### src/hw/ccd_pkg.sv
// Shared constants and types for the CCD readout link and its sequencer.
package ccd_pkg;

  // ==========================================================================
  // Timing
  localparam int CLK_PERIOD_NS = 25;
  localparam int H_PERIOD_NS = 50;
  localparam int H_CLKS = H_PERIOD_NS / CLK_PERIOD_NS;
  // Retrace time is a least time, so the cycle count rounds up.
  localparam int RETRACE_NS = 4000;
  localparam int RETRACE_CYC = (RETRACE_NS + CLK_PERIOD_NS - 1) / CLK_PERIOD_NS;

  // ==========================================================================
  // Geometry and per-mode counts
  localparam int H_CNT_DUAL = 532;
  localparam int H_CNT_SINGLE = 1060;
  localparam int LINES_FRAME = 1032;
  localparam int PD_LINES_DUAL = 4;
  localparam int PD_LINES_SINGLE = 2;
  localparam int EMPTY_LEAD = 2;
  localparam int DARK_COLS = 14;
  localparam int COLS_HALF = 528;
  localparam int COLS_TOTAL = 1056;
  localparam int COL_W = 11;
  localparam int CODE_W = 15;

  // Pixel code fields: {hsum, vsum, empty, dark, column}.
  localparam int CODE_HSUM = 14;
  localparam int CODE_VSUM = 13;
  localparam int CODE_EMPTY = 12;
  localparam int CODE_DARK = 11;

  // ==========================================================================
  // Modes
  typedef enum logic [1:0] {
    OUT_DUAL = 2'h0,
    OUT_INTERLEAVED = 2'h1,
    OUT_SINGLE = 2'h2
  } out_mode_e;

  typedef enum logic [1:0] {
    BIN_1X1 = 2'h0,
    BIN_1X2 = 2'h1,
    BIN_2X2 = 2'h2
  } bin_mode_e;

  // ==========================================================================
  // Sequencer registers
  localparam logic [7:0] REG_CTRL = 8'h00;
  localparam logic [7:0] REG_SHUTTER = 8'h04;
  localparam logic [7:0] REG_STATUS = 8'h08;
  localparam logic [7:0] REG_PIXCNT = 8'h0c;
  localparam logic [7:0] REG_LASTPIX = 8'h10;
  localparam int CTRL_RUN = 0;
  localparam int CTRL_OMODE_LSB = 1;
  localparam int CTRL_BMODE_LSB = 3;
  localparam int STATUS_STATE_LSB = 0;
  localparam int STATUS_LINE_LSB = 16;
  localparam logic [31:0] CTRL_RESET = 32'h0;

endpackage : ccd_pkg

### src/hw/ccd_link_if.sv
// Pin-level link between the timing generator and the sensor.
`timescale 1ns/10ps
`default_nettype none
interface ccd_link_if;
  logic pd_xfer;
  logic line_shift;
  logic horiz_first_phase_half_a;
  logic horiz_second_phase_half_a;
  logic horiz_first_phase_half_b;
  logic horiz_second_phase_half_b;
  logic horiz_first_phase_reversible;
  logic horiz_second_phase_reversible;
  logic summing_gate_a;
  logic summing_gate_b;
  logic reset_gate;
  logic shutter;
  logic pix_a_valid;
  logic [ccd_pkg::CODE_W-1:0] pix_a_code;
  logic pix_b_valid;
  logic [ccd_pkg::CODE_W-1:0] pix_b_code;

  modport ctl (
    output pd_xfer, line_shift, horiz_first_phase_half_a,
    output horiz_second_phase_half_a, horiz_first_phase_half_b,
    output horiz_second_phase_half_b, horiz_first_phase_reversible,
    output horiz_second_phase_reversible, summing_gate_a, summing_gate_b,
    output reset_gate, shutter,
    input pix_a_valid, pix_a_code, pix_b_valid, pix_b_code
  );

  modport sen (
    input pd_xfer, line_shift, horiz_first_phase_half_a,
    input horiz_second_phase_half_a, horiz_first_phase_half_b,
    input horiz_second_phase_half_b, horiz_first_phase_reversible,
    input horiz_second_phase_reversible, summing_gate_a, summing_gate_b,
    input reset_gate, shutter,
    output pix_a_valid, pix_a_code, pix_b_valid, pix_b_code
  );
endinterface : ccd_link_if
`default_nettype wire

### src/hw/ccd_sequencer.sv
// Timing generator for the CCD link with an APB register slave.
//
// The address map and the APB slave port were chosen for this implementation.
`timescale 1ns/10ps
`default_nettype none
module ccd_sequencer (
  // Clock, reset, enable
  input wire logic clk,
  input wire logic nrst,
  input wire logic ce,
  // APB slave
  input wire logic psel,
  input wire logic penable,
  input wire logic pwrite,
  input wire logic [7:0] paddr,
  input wire logic [31:0] pwdata,
  output logic [31:0] prdata,
  output logic pready,
  output logic pslverr,
  // Link
  ccd_link_if.ctl link
);

  typedef enum logic [1:0] {
    ST_IDLE = 2'b00,
    ST_PDREAD = 2'b01,
    ST_VXFER = 2'b11,
    ST_HREAD = 2'b10
  } st_e;

  localparam int PW = 2 * ccd_pkg::CODE_W + 2;

  typedef struct packed {
    st_e st;
    logic run;
    logic [1:0] omode;
    logic [1:0] bmode;
    logic [1:0] omode_act;
    logic [1:0] bmode_act;
    logic [10:0] shut_line;
    logic [11:0] cnt;
    logic [2:0] sub;
    logic [10:0] line;
    logic [10:0] hcnt;
    logic ph;
    logic [PW-1:0] px1;
    logic [PW-1:0] px2;
    logic [10:0] pcnt;
    logic [10:0] last_pcnt;
    logic [ccd_pkg::CODE_W-1:0] last_pix;
    logic [11:0] pins;
    logic [31:0] prdata;
    logic pready;
    logic pslverr;
  } seq_state_s;

  seq_state_s s_ff;
  seq_state_s nxt_s;
  logic single;
  logic il;
  logic vbin;
  logic hbin;
  logic hr;
  logic p;
  logic hc0;
  logic setup;
  logic [10:0] hmax;
  logic [2:0] pd_lines;
  logic [11:0] line_clks;
  logic [ccd_pkg::CODE_W-1:0] code_a;
  logic [ccd_pkg::CODE_W-1:0] code_b;

  // ==========================================================================
  // Register decode
  function automatic logic reg_hit(input logic [7:0] a);
    return a == ccd_pkg::REG_CTRL || a == ccd_pkg::REG_SHUTTER ||
           a == ccd_pkg::REG_STATUS || a == ccd_pkg::REG_PIXCNT ||
           a == ccd_pkg::REG_LASTPIX;
  endfunction : reg_hit

  function automatic logic [31:0] reg_read(input logic [7:0] a,
                                           input seq_state_s s);
    logic [31:0] r;
    r = 32'h0;
    case (a)
      ccd_pkg::REG_CTRL: begin
        r[ccd_pkg::CTRL_RUN] = s.run;
        r[ccd_pkg::CTRL_OMODE_LSB +: 2] = s.omode;
        r[ccd_pkg::CTRL_BMODE_LSB +: 2] = s.bmode;
      end
      ccd_pkg::REG_SHUTTER: r[10:0] = s.shut_line;
      ccd_pkg::REG_STATUS: begin
        r[ccd_pkg::STATUS_STATE_LSB +: 2] = s.st;
        r[ccd_pkg::STATUS_LINE_LSB +: 11] = s.line;
      end
      ccd_pkg::REG_PIXCNT: r[10:0] = s.last_pcnt;
      ccd_pkg::REG_LASTPIX: r[ccd_pkg::CODE_W-1:0] = s.last_pix;
      default: r = 32'h0;
    endcase
    return r;
  endfunction : reg_read

  // Counts follow the frame's latched modes, never the live register.
  assign single = s_ff.omode_act == ccd_pkg::OUT_SINGLE;
  assign il = s_ff.omode_act == ccd_pkg::OUT_INTERLEAVED;
  assign vbin = s_ff.bmode_act != ccd_pkg::BIN_1X1;
  assign hbin = s_ff.bmode_act == ccd_pkg::BIN_2X2;
  assign hmax = single ? 11'(ccd_pkg::H_CNT_SINGLE) :
                11'(ccd_pkg::H_CNT_DUAL);
  assign pd_lines = single ? 3'(ccd_pkg::PD_LINES_SINGLE) :
                    3'(ccd_pkg::PD_LINES_DUAL);
  assign line_clks = 12'(ccd_pkg::H_CLKS) * 12'(hmax) +
                     12'(ccd_pkg::RETRACE_CYC);
  assign setup = psel && !penable;
  assign code_a = s_ff.px2[PW-2 -: ccd_pkg::CODE_W];
  assign code_b = s_ff.px2[ccd_pkg::CODE_W-1:0];

  // ==========================================================================
  // Sequencing
  always_comb begin
    nxt_s = s_ff;
    nxt_s.px1 = {link.pix_a_valid, link.pix_a_code,
                 link.pix_b_valid, link.pix_b_code};
    nxt_s.px2 = s_ff.px1;
    nxt_s.pready = setup;
    nxt_s.pslverr = setup && !reg_hit(paddr);
    nxt_s.prdata = (setup && !pwrite) ? reg_read(paddr, s_ff) : 32'h0;
    if (psel && penable && s_ff.pready && pwrite) begin
      if (paddr == ccd_pkg::REG_CTRL) begin
        nxt_s.run = pwdata[ccd_pkg::CTRL_RUN];
        nxt_s.omode = pwdata[ccd_pkg::CTRL_OMODE_LSB +: 2];
        nxt_s.bmode = pwdata[ccd_pkg::CTRL_BMODE_LSB +: 2];
      end
      if (paddr == ccd_pkg::REG_SHUTTER) begin
        nxt_s.shut_line = pwdata[10:0];
      end
    end
    // Real pixels only; empty cycles are discarded.
    if (s_ff.px2[PW-1] && !code_a[ccd_pkg::CODE_EMPTY]) begin
      nxt_s.last_pix = code_a;
    end
    nxt_s.pcnt = s_ff.pcnt +
      11'(s_ff.px2[PW-1] && !code_a[ccd_pkg::CODE_EMPTY]) +
      11'(s_ff.px2[ccd_pkg::CODE_W] && !code_b[ccd_pkg::CODE_EMPTY]);
    case (s_ff.st)
      ST_IDLE: begin
        if (s_ff.run) begin
          nxt_s.st = ST_PDREAD;
          nxt_s.omode_act = s_ff.omode;
          nxt_s.bmode_act = s_ff.bmode;
          nxt_s.cnt = 12'h0;
          nxt_s.sub = 3'h0;
        end
      end
      ST_PDREAD: begin
        nxt_s.cnt = s_ff.cnt + 12'h1;
        if (s_ff.cnt == line_clks - 12'h1) begin
          nxt_s.cnt = 12'h0;
          nxt_s.sub = s_ff.sub + 3'h1;
          if (s_ff.sub == pd_lines - 3'h1) begin
            nxt_s.st = ST_VXFER;
            nxt_s.line = 11'h0;
          end
        end
      end
      ST_VXFER: begin
        nxt_s.cnt = s_ff.cnt + 12'h1;
        if (s_ff.cnt == 12'(ccd_pkg::RETRACE_CYC - 1)) begin
          nxt_s.st = ST_HREAD;
          nxt_s.hcnt = 11'h0;
          nxt_s.ph = 1'b0;
          nxt_s.line = s_ff.line + (vbin ? 11'h2 : 11'h1);
          nxt_s.last_pcnt = s_ff.pcnt;
          nxt_s.pcnt = 11'h0;
        end
      end
      ST_HREAD: begin
        nxt_s.ph = ~s_ff.ph;
        if (s_ff.ph) begin
          nxt_s.hcnt = s_ff.hcnt + 11'h1;
          if (s_ff.hcnt == hmax - 11'h1) begin
            nxt_s.cnt = 12'h0;
            nxt_s.sub = 3'h0;
            if (s_ff.line < 11'(ccd_pkg::LINES_FRAME)) begin
              nxt_s.st = ST_VXFER;
            end else if (s_ff.run) begin
              nxt_s.st = ST_PDREAD;
              nxt_s.omode_act = s_ff.omode;
              nxt_s.bmode_act = s_ff.bmode;
            end else begin
              nxt_s.st = ST_IDLE;
            end
          end
        end
      end
      default: nxt_s.st = ST_IDLE;
    endcase
    // Link pins are derived from the next state so they leave a flop.
    hr = nxt_s.st == ST_HREAD;
    p = nxt_s.ph;
    hc0 = nxt_s.hcnt[0];
    nxt_s.pins[0] = nxt_s.st == ST_PDREAD && nxt_s.sub == 3'h0 &&
                    nxt_s.cnt < 12'(ccd_pkg::RETRACE_CYC);
    nxt_s.pins[1] = nxt_s.st == ST_VXFER && (nxt_s.cnt == 12'h0 ||
                    (vbin && nxt_s.cnt ==
                     12'(ccd_pkg::RETRACE_CYC / 2)));
    nxt_s.pins[2] = hr && (il ? ~p : p);
    nxt_s.pins[3] = hr && (il ? p : ~p);
    nxt_s.pins[4] = hr && p;
    nxt_s.pins[5] = hr && ~p;
    nxt_s.pins[6] = hr && (single ? ~p : p);
    nxt_s.pins[7] = hr && (single ? p : ~p);
    // 2x2 binned readout lets two shifts pile up before the gate releases.
    nxt_s.pins[8] = hr && (hbin ? (~p && hc0) : nxt_s.pins[3]);
    nxt_s.pins[9] = hr && !single && (hbin ? (~p && hc0) : ~p);
    nxt_s.pins[10] = hr && p && (hbin ? ~hc0 : 1'b1);
    nxt_s.pins[11] = nxt_s.st == ST_VXFER && nxt_s.cnt == 12'h0 &&
                     s_ff.shut_line != 11'h0 &&
                     nxt_s.line == s_ff.shut_line;
  end

  always_ff @(posedge clk or negedge nrst) begin
    if (!nrst) begin
      s_ff <= '0;
    end else if (ce) begin
      s_ff <= nxt_s;
    end
  end

  assign prdata = s_ff.prdata;
  assign pready = s_ff.pready;
  assign pslverr = s_ff.pslverr;
  assign link.pd_xfer = s_ff.pins[0];
  assign link.line_shift = s_ff.pins[1];
  assign link.horiz_first_phase_half_a = s_ff.pins[2];
  assign link.horiz_second_phase_half_a = s_ff.pins[3];
  assign link.horiz_first_phase_half_b = s_ff.pins[4];
  assign link.horiz_second_phase_half_b = s_ff.pins[5];
  assign link.horiz_first_phase_reversible = s_ff.pins[6];
  assign link.horiz_second_phase_reversible = s_ff.pins[7];
  assign link.summing_gate_a = s_ff.pins[8];
  assign link.summing_gate_b = s_ff.pins[9];
  assign link.reset_gate = s_ff.pins[10];
  assign link.shutter = s_ff.pins[11];

endmodule : ccd_sequencer
`default_nettype wire

### src/flat_wrapper.sv
// flat-port wrapper written by rule: the top's interface ports become plain ports
module ccd_sequencer_flat 
  (clk, nrst, ce, psel, penable, pwrite, paddr, pwdata, prdata, pready, pslverr, link_pd_xfer, link_line_shift, link_horiz_first_phase_half_a, link_horiz_second_phase_half_a, link_horiz_first_phase_half_b, link_horiz_second_phase_half_b, link_horiz_first_phase_reversible, link_horiz_second_phase_reversible, link_summing_gate_a, link_summing_gate_b, link_reset_gate, link_shutter, link_pix_a_valid, link_pix_a_code, link_pix_b_valid, link_pix_b_code);
  ccd_link_if link_i ();
  input wire logic clk;
  input wire logic nrst;
  input wire logic ce;
  input wire logic psel;
  input wire logic penable;
  input wire logic pwrite;
  input wire logic [7:0] paddr;
  input wire logic [31:0] pwdata;
  output logic [31:0] prdata;
  output logic pready;
  output logic pslverr;
  output wire logic [$bits(link_i.pd_xfer)-1:0] link_pd_xfer;
  output wire logic [$bits(link_i.line_shift)-1:0] link_line_shift;
  output wire logic [$bits(link_i.horiz_first_phase_half_a)-1:0] link_horiz_first_phase_half_a;
  output wire logic [$bits(link_i.horiz_second_phase_half_a)-1:0] link_horiz_second_phase_half_a;
  output wire logic [$bits(link_i.horiz_first_phase_half_b)-1:0] link_horiz_first_phase_half_b;
  output wire logic [$bits(link_i.horiz_second_phase_half_b)-1:0] link_horiz_second_phase_half_b;
  output wire logic [$bits(link_i.horiz_first_phase_reversible)-1:0] link_horiz_first_phase_reversible;
  output wire logic [$bits(link_i.horiz_second_phase_reversible)-1:0] link_horiz_second_phase_reversible;
  output wire logic [$bits(link_i.summing_gate_a)-1:0] link_summing_gate_a;
  output wire logic [$bits(link_i.summing_gate_b)-1:0] link_summing_gate_b;
  output wire logic [$bits(link_i.reset_gate)-1:0] link_reset_gate;
  output wire logic [$bits(link_i.shutter)-1:0] link_shutter;
  input wire logic [$bits(link_i.pix_a_valid)-1:0] link_pix_a_valid;
  input wire logic [$bits(link_i.pix_a_code)-1:0] link_pix_a_code;
  input wire logic [$bits(link_i.pix_b_valid)-1:0] link_pix_b_valid;
  input wire logic [$bits(link_i.pix_b_code)-1:0] link_pix_b_code;
  assign link_pd_xfer = link_i.pd_xfer;
  assign link_line_shift = link_i.line_shift;
  assign link_horiz_first_phase_half_a = link_i.horiz_first_phase_half_a;
  assign link_horiz_second_phase_half_a = link_i.horiz_second_phase_half_a;
  assign link_horiz_first_phase_half_b = link_i.horiz_first_phase_half_b;
  assign link_horiz_second_phase_half_b = link_i.horiz_second_phase_half_b;
  assign link_horiz_first_phase_reversible = link_i.horiz_first_phase_reversible;
  assign link_horiz_second_phase_reversible = link_i.horiz_second_phase_reversible;
  assign link_summing_gate_a = link_i.summing_gate_a;
  assign link_summing_gate_b = link_i.summing_gate_b;
  assign link_reset_gate = link_i.reset_gate;
  assign link_shutter = link_i.shutter;
  assign link_i.pix_a_valid = link_pix_a_valid;
  assign link_i.pix_a_code = link_pix_a_code;
  assign link_i.pix_b_valid = link_pix_b_valid;
  assign link_i.pix_b_code = link_pix_b_code;
  ccd_sequencer u_core (.clk(clk), .nrst(nrst), .ce(ce), .psel(psel), .penable(penable), .pwrite(pwrite), .paddr(paddr), .pwdata(pwdata), .prdata(prdata), .pready(pready), .pslverr(pslverr), .link(link_i));
endmodule
### config.mk
export PLATFORM = sky130hd
export DESIGN_NAME = ccd_sequencer_flat
export DESIGN_NICKNAME = d
export VERILOG_FILES = /design/src/hw/ccd_pkg.sv /design/src/hw/ccd_link_if.sv /design/src/hw/ccd_sequencer.sv /design/src/flat_wrapper.sv
export SDC_FILE = /design/constraint.sdc
export NUM_CORES = 1
export LEC_CHECK = 0
export BUFFER_PORTS_ARGS = -buffer_cell sky130_fd_sc_hd__buf_2
export CAP_MARGIN = 30
export CELL_PAD_IN_SITES_DETAIL_PLACEMENT = 1
export CELL_PAD_IN_SITES_GLOBAL_PLACEMENT = 1
export CORE_MARGIN = 1.5
export CORE_UTILIZATION = 45
export CTS_BUF_LIST = sky130_fd_sc_hd__clkbuf_16
export CTS_CLUSTER_SIZE = 8
export DETAILED_ROUTE_END_ITERATION = 8
export HOLD_SLACK_MARGIN = 0.05
export PLACE_DENSITY = 0.85
export SETUP_SLACK_MARGIN = 0.02
export SLEW_MARGIN = 20
export SYNTH_ARGS = -nofsm -noshare
export SYNTH_HDL_FRONTEND = slang
export SYNTH_SLANG_ARGS = --single-unit
### constraint.sdc
create_clock -name clk -period 5.9 [get_ports clk]
set_input_delay 0 -clock clk [delete_from_list [all_inputs] [get_ports clk]]
set_output_delay 0 -clock clk [all_outputs]
set_load 0.01 [all_outputs]
# Word level (Yosys, flattened, before mapping)
# Cells that the tools add are included.
[op_classes] n_eq_ne=23 n_mux=43 order_cmp=2 bitwise_logic=3 n_shift=0 addsub=10 div=0 reduce_logical=51 n_mul=0
[op_table] operator="12-bit case mux with 4 select lines" count=1
[op_table] operator="15-bit two-way mux" count=3
[op_table] operator="11-bit two-way mux" count=4
[op_table] operator="22-bit two-way mux" count=2
[op_table] operator="27-bit two-way mux" count=1
[op_table] operator="1-bit logical AND" count=26
[op_table] operator="26-bit two-way mux" count=1
[op_table] operator="12-bit case mux with 2 select lines" count=1
[op_table] operator="23-bit two-way mux" count=1
[op_table] operator="11-bit by 1-bit adder with 11-bit output" count=2
[op_table] operator="11-bit equality test" count=2
[op_table] operator="11-bit case mux with 2 select lines" count=1
[op_table] operator="4-bit two-way mux" count=5
[op_table] operator="6-bit case mux with 3 select lines" count=1
[op_table] operator="8-bit by 4-bit equality test with 1-bit output, second input constant" count=2
[op_table] operator="2-bit two-way mux" count=8
[op_table] operator="12-bit by 1-bit adder with 12-bit output, second input constant" count=1
[op_table] operator="12-bit by 8-bit adder with 12-bit output, second input constant" count=1
[op_table] operator="12-bit equality test" count=1
[op_table] operator="12-bit by 7-bit equality test with 1-bit output, second input constant" count=1
[op_table] operator="12-bit by 8-bit equality test with 1-bit output, second input constant" count=1
[op_table] operator="2-bit equality test, second input constant" count=6
[op_table] operator="12-bit zero test" count=1
[op_table] operator="12-bit by 8-bit less-than comparator with 1-bit output, second input constant" count=1
[op_table] operator="other kinds (32)" count=58
[totals] ramBits=0 mem_bits_ro=0 out_inout_bits=46 latch_bits=0 reg_bits=207 n_memories=0 elab_cells=154

# Logic depth before layout (Yosys ltp)
[logic_depth] ltp_word=11 mapped_depth=12 ltp_nobuf=11

# Worst setup path after synthesis
# Ideal clock, no wire load.
[synth_path] path_type="reg-to-reg" from="register u_core.s_ff[173] (netlist name)" to="register u_core.s_ff (netlist bit u_core.link.shutter)" period_less_slack_ps=2961 setup_time_ps=95 stages_incl_launch_ff=10 path_slack_ps=2939 required_ps=5805 t_arrival_ps=2865 path_cell_list="dfrtp_1 ha_1 nand4_1 nor4_4 and3_4 xor2_2 a21boi_1 a221o_1 or4_1 o31ai_1"
[synth_via] elab_chain_len=7
[synth_lines] item="start: declaration" line="ccd_sequencer.sv:57" rtl="seq_state_s s_ff;"
[synth_lines] item="start signal: assignment" line="ccd_sequencer.sv:226" rtl="s_ff <= nxt_s;"
[synth_lines] item="12-bit by 1-bit adder with 12-bit output (tied with other cells)" line="ccd_sequencer.sv:156, ccd_sequencer.sv:167"
[synth_lines] item="26-bit two-way mux (tied with other cells)" line="ccd_sequencer.sv:157" rtl="if (s_ff.cnt == line_clks - 12'h1) begin"
[synth_lines] item="12-bit case mux with 4 select lines / 2-bit case mux with 4 select lines (equally long branches)" line="ccd_sequencer.sv:145" rtl="case (s_ff.st)"
[synth_lines] item="12-bit zero test / 2-bit equality test (equally long branches)" line="ccd_sequencer.sv:217" rtl="nxt_s.pins[11] = nxt_s.st == ST_VXFER && nxt_s.cnt == 12'h0 &&"
[synth_lines] item="1-bit logical AND (2 in a row)" line="ccd_sequencer.sv:217"
[synth_lines] item="1-bit logical AND *" line="ccd_sequencer.sv:218" rtl="s_ff.shut_line != 11'h0 &&"
# Mark *: on every way between the ends. The rest lies on a longest branch, timed or not. The select of a mux whose other input is x is not followed.
# A chain may end at the register's enable or synchronous reset.

# Worst setup path in the final report
# Same ends and word-level chain as after synthesis.

==> flow_summary.json <==
{
  "dieArea_sq_um": 21000,
  "synth-seq-cells": 173,
  "core-area_sq_um": 19600,
  "crit_arrival_ns": 4.12,
  "synthFlopType": "dfrtp_1",
  "layout_min_cycle_time_ns": 3.80,
  "clockRootBuffer": "clkbuf_16",
  "clk_path_buf_depth": 2,
  "drc": 0,
  "die_h_um": 145,
  "cp-endpoint": "u_core.link.shutter$_DFFE_PN0P_",
  "tightestPinTransition_ns": 0.860,
  "power_leakage_nw": 4.62,
  "min_path_cells": 2,
  "cts.sinks": 173,
  "io_pins": 124,
  "yosys-mux-area-fraction": 0.122,
  "critPathRequiredTime_ns": 6.23,
  "drt_pre_antenna_iters": 5,
  "antenna_found_initial": 0,
  "ys.warnings.count": 0,
  "grt_pass1_wl_um": 41600,
  "synthCells": 859,
  "fillCellCount": 2118,
  "start_kind": "flop",
  "cts-hold-fix-buffers": 32,
  "grt_pass1_vias": 7603,
  "seq_area_frac_synth": 0.478,
  "syn_to_final_growth_pct": 14.3,
  "finalNetCount": 1003,
  "synth-edff-count": 0,
  "finalHoldViolations": 0,
  "grt_max_degree": 96,
  "cts_made_buffers": 17,
  "status": "completed",
  "maxCapViolations": 0,
  "cts_setup_buffers": 0,
  "hold_class": "in2reg",
  "maxSlewHeadroom": 0.427,
  "clk_pin_slew_ns": 0.08,
  "diodes": 0,
  "cp_slowest_cell": "nor4_4",
  "ys_types": 73,
  "syn_area_sq_um": 9050,
  "drt-total-wl_um": 26300,
  "viasPerCell": 5.96,
  "clock_latency_ns": 0.44,
  "avgSynthCellArea_sq_um": 10.5,
  "r2r-start": "u_core.s_ff[173]$_DFFE_PN0P_",
  "initial_utilization": 0.462,
  "dp_slack_ns": 2.19,
  "synth_top_family_by_area": "simple AND/OR/NAND/NOR gates",
  "synth-compound-area-share": 0.142,
  "postCtsResizedCells": 0,
  "cts_max_level": 4,
  "tritoncts": "yes",
  "skew_ns": 0.0170,
  "setup_slack_ns": 2.10,
  "place.gp.congestion": 0.873,
  "die_w_um": 145,
  "critPathKind": "reg2reg",
  "fin_setup_tns_ns": 0,
  "dp_hpwl_um": 16900,
  "max_freq_mhz": 263,
  "wl_per_cell_um": 22.0,
  "setup_viol": 0,
  "vias": 7126,
  "reg2reg_slack_ns": 2.10,
  "cp_cell_sequence": "ha_1, nand4_1, nor4_4, and3_4, xor2_2, a21boi_1, a221o_1, or4_1, o31ai_1",
  "rsz0062_at_grt": "no",
  "maxSlewViolCount": 0,
  "critPathLaunch": "u_core.s_ff[173]$_DFFE_PN0P_",
  "utilization": 0.528,
  "final_common_cell": "dfrtp_1",
  "critical-path-max-stage-delay_ns": 0.79,
  "min_period_over_period": 0.643,
  "drive_above_1_share": 0.240,
  "worst_ir_drop_vdd_v": 0.000217,
  "track_usage": 0.263,
  "rows": 51,
  "r2r_cells": 9,
  "first_iter_violations": 333,
  "overflow": 0,
  "power.density_nw_per_um2": 318,
  "detail-route-antenna-nets": 0,
  "synthXorXnorAreaFrac": 0.0308,
  "r2r-end": "u_core.link.shutter$_DFFE_PN0P_",
  "yosys.area_share.adder": 0.0127,
  "critPathMaxFanout": 9,
  "yosys.area_share.simple": 0.154,
  "portBuffers": 82,
  "final_cell_mix": "dfrtp_1, mux2_2, buf_2, nand2_1, nor2_1",
  "async_flop_share": 1.00,
  "worstSetupEndpointType": "flop"
}
flip-flops by register name, summed over array words and instances, names as in the netlist, 15 cells and up:
| signal | count |
|---|---|
| u_core.prdata | 26 |
| u_core.s_ff | 99 |
| u_core.code_a | 15 |
| u_core.nxt_s | 18 |
area by class of cell:
| type | instances | area, sq um | area share |
|---|---|---|---|
| well taps | 265 | 332 | 0.0321 |
| flip-flops and latches | 173 | 4330 | 0.419 |
| inverters | 16 | 60.1 | 0.00581 |
| multi-input cells | 588 | 4200 | 0.406 |
| repair buffers | 121 | 810 | 0.0783 |
| clock buffers | 17 | 425 | 0.0411 |
| clock inverters | 15 | 189 | 0.0183 |
per-layer routing:
metal | share of wire | GRT usage | wire length (um) | vias up
li1 | - | - | - | 3217
met1 | 0.42 | 0.327 | 10900 | 3668
met2 | 0.52 | 0.455 | 13600 | 197
met3 | 0.044 | 0.0530 | 1150 | 44
met5 | 0 | 0 | 0 | -
met4 | 0.024 | 0.0898 | 625 | 0
cells by family (layout without fill, tap and decap cells):
kind of cell	Yosys count	count (layout)
multiplexers	100	100
flip-flops	173	173
AO/OA/AOI/OAI	183	183
buffers and inverters	103	169
other	1	6
adder cells (fa/ha/maj)	8	8
XOR/XNOR	31	31
AND/OR/NAND/NOR	260	260
synthesized netlist by cell type (5+ instances only):
cell,instances,area [sq um]
a21oi_1,33,165
o31ai_1,14,105
mux2i_1,14,140
clkbuf_1,37,139
mux2_2,85,957
and3_1,14,87.6
nand3_1,26,130
or4_1,5,37.5
nand2b_1,9,56.3
nor4_1,8,50.1
xor2_1,19,166
o2bb2ai_1,17,149
a31oi_1,6,37.5
buf_4,32,240
inv_1,16,60.1
or3_1,7,43.8
nand2_1,66,248
dfrtp_1,173,4330
xnor2_1,11,96.3
nand4_1,21,131
buf_2,10,50.1
buf_1,5,18.8
ha_1,6,75.1
o21ai_0,44,220
a22oi_1,5,37.5
nor2b_1,9,56.3
nor3_1,11,55.1
nor2_1,50,188
a22o_1,21,184
through the flow:
| step | total power [W] | area [sq um] | std cells | hold slack (ns) |
|---|---|---|---|---|
| 2_1_floorplan | 0.00190 | 9070 | 864 | -0.296 |
| 3_3_place_gp | 0.00203 | 9370 | 1129 | 0.153 |
| 3_5_place_dp | 0.00208 | 9370 | 1129 | 0.153 |
| 4_1_cts | 0.00328 | 10300 | 1193 | 0.0580 |
| 5_1_grt | 0.00342 | 10300 | 1195 | 0.108 |
| 6_report | 0.00329 | 10300 | 1195 | 0.106 |
how the worst min path moves through the flow:
stage / from / endpoint / slack (ns)
after detailed placement: nrst / u_core.s_ff[173]$_DFFE_PN0P_ / 0.15
final: ce / u_core.code_a[11]$_DFFE_PN0P_ / 0.11
after floorplan: nrst / u_core.code_a[0]$_DFFE_PN0P_ / -0.30
after global placement: nrst / u_core.s_ff[173]$_DFFE_PN0P_ / 0.15
after global routing: paddr[2] / u_core.pslverr$_DFFE_PN0P_ / 0.11
after CTS: paddr[2] / u_core.pslverr$_DFFE_PN0P_ / 0.06
critical path: cells and delay by family (launching register included):
family / cells / cell delay, ns
and+or+nand+nor: 4 / 2.04
xor gates and xnor gates: 1 / 0.18
DFF: 1 / 0.49
adders and majority gates: 1 / 0.36
AOI/OAI and AO/OA: 3 / 0.61
where the power goes:
group	switching (W)	internal, W
Clock	0.000560	0.000614
Sequential	0.000208	0.00133
Combinational	0.000316	0.000254
Total	0.00108	0.00220
(Power assumes the default switching activity.)
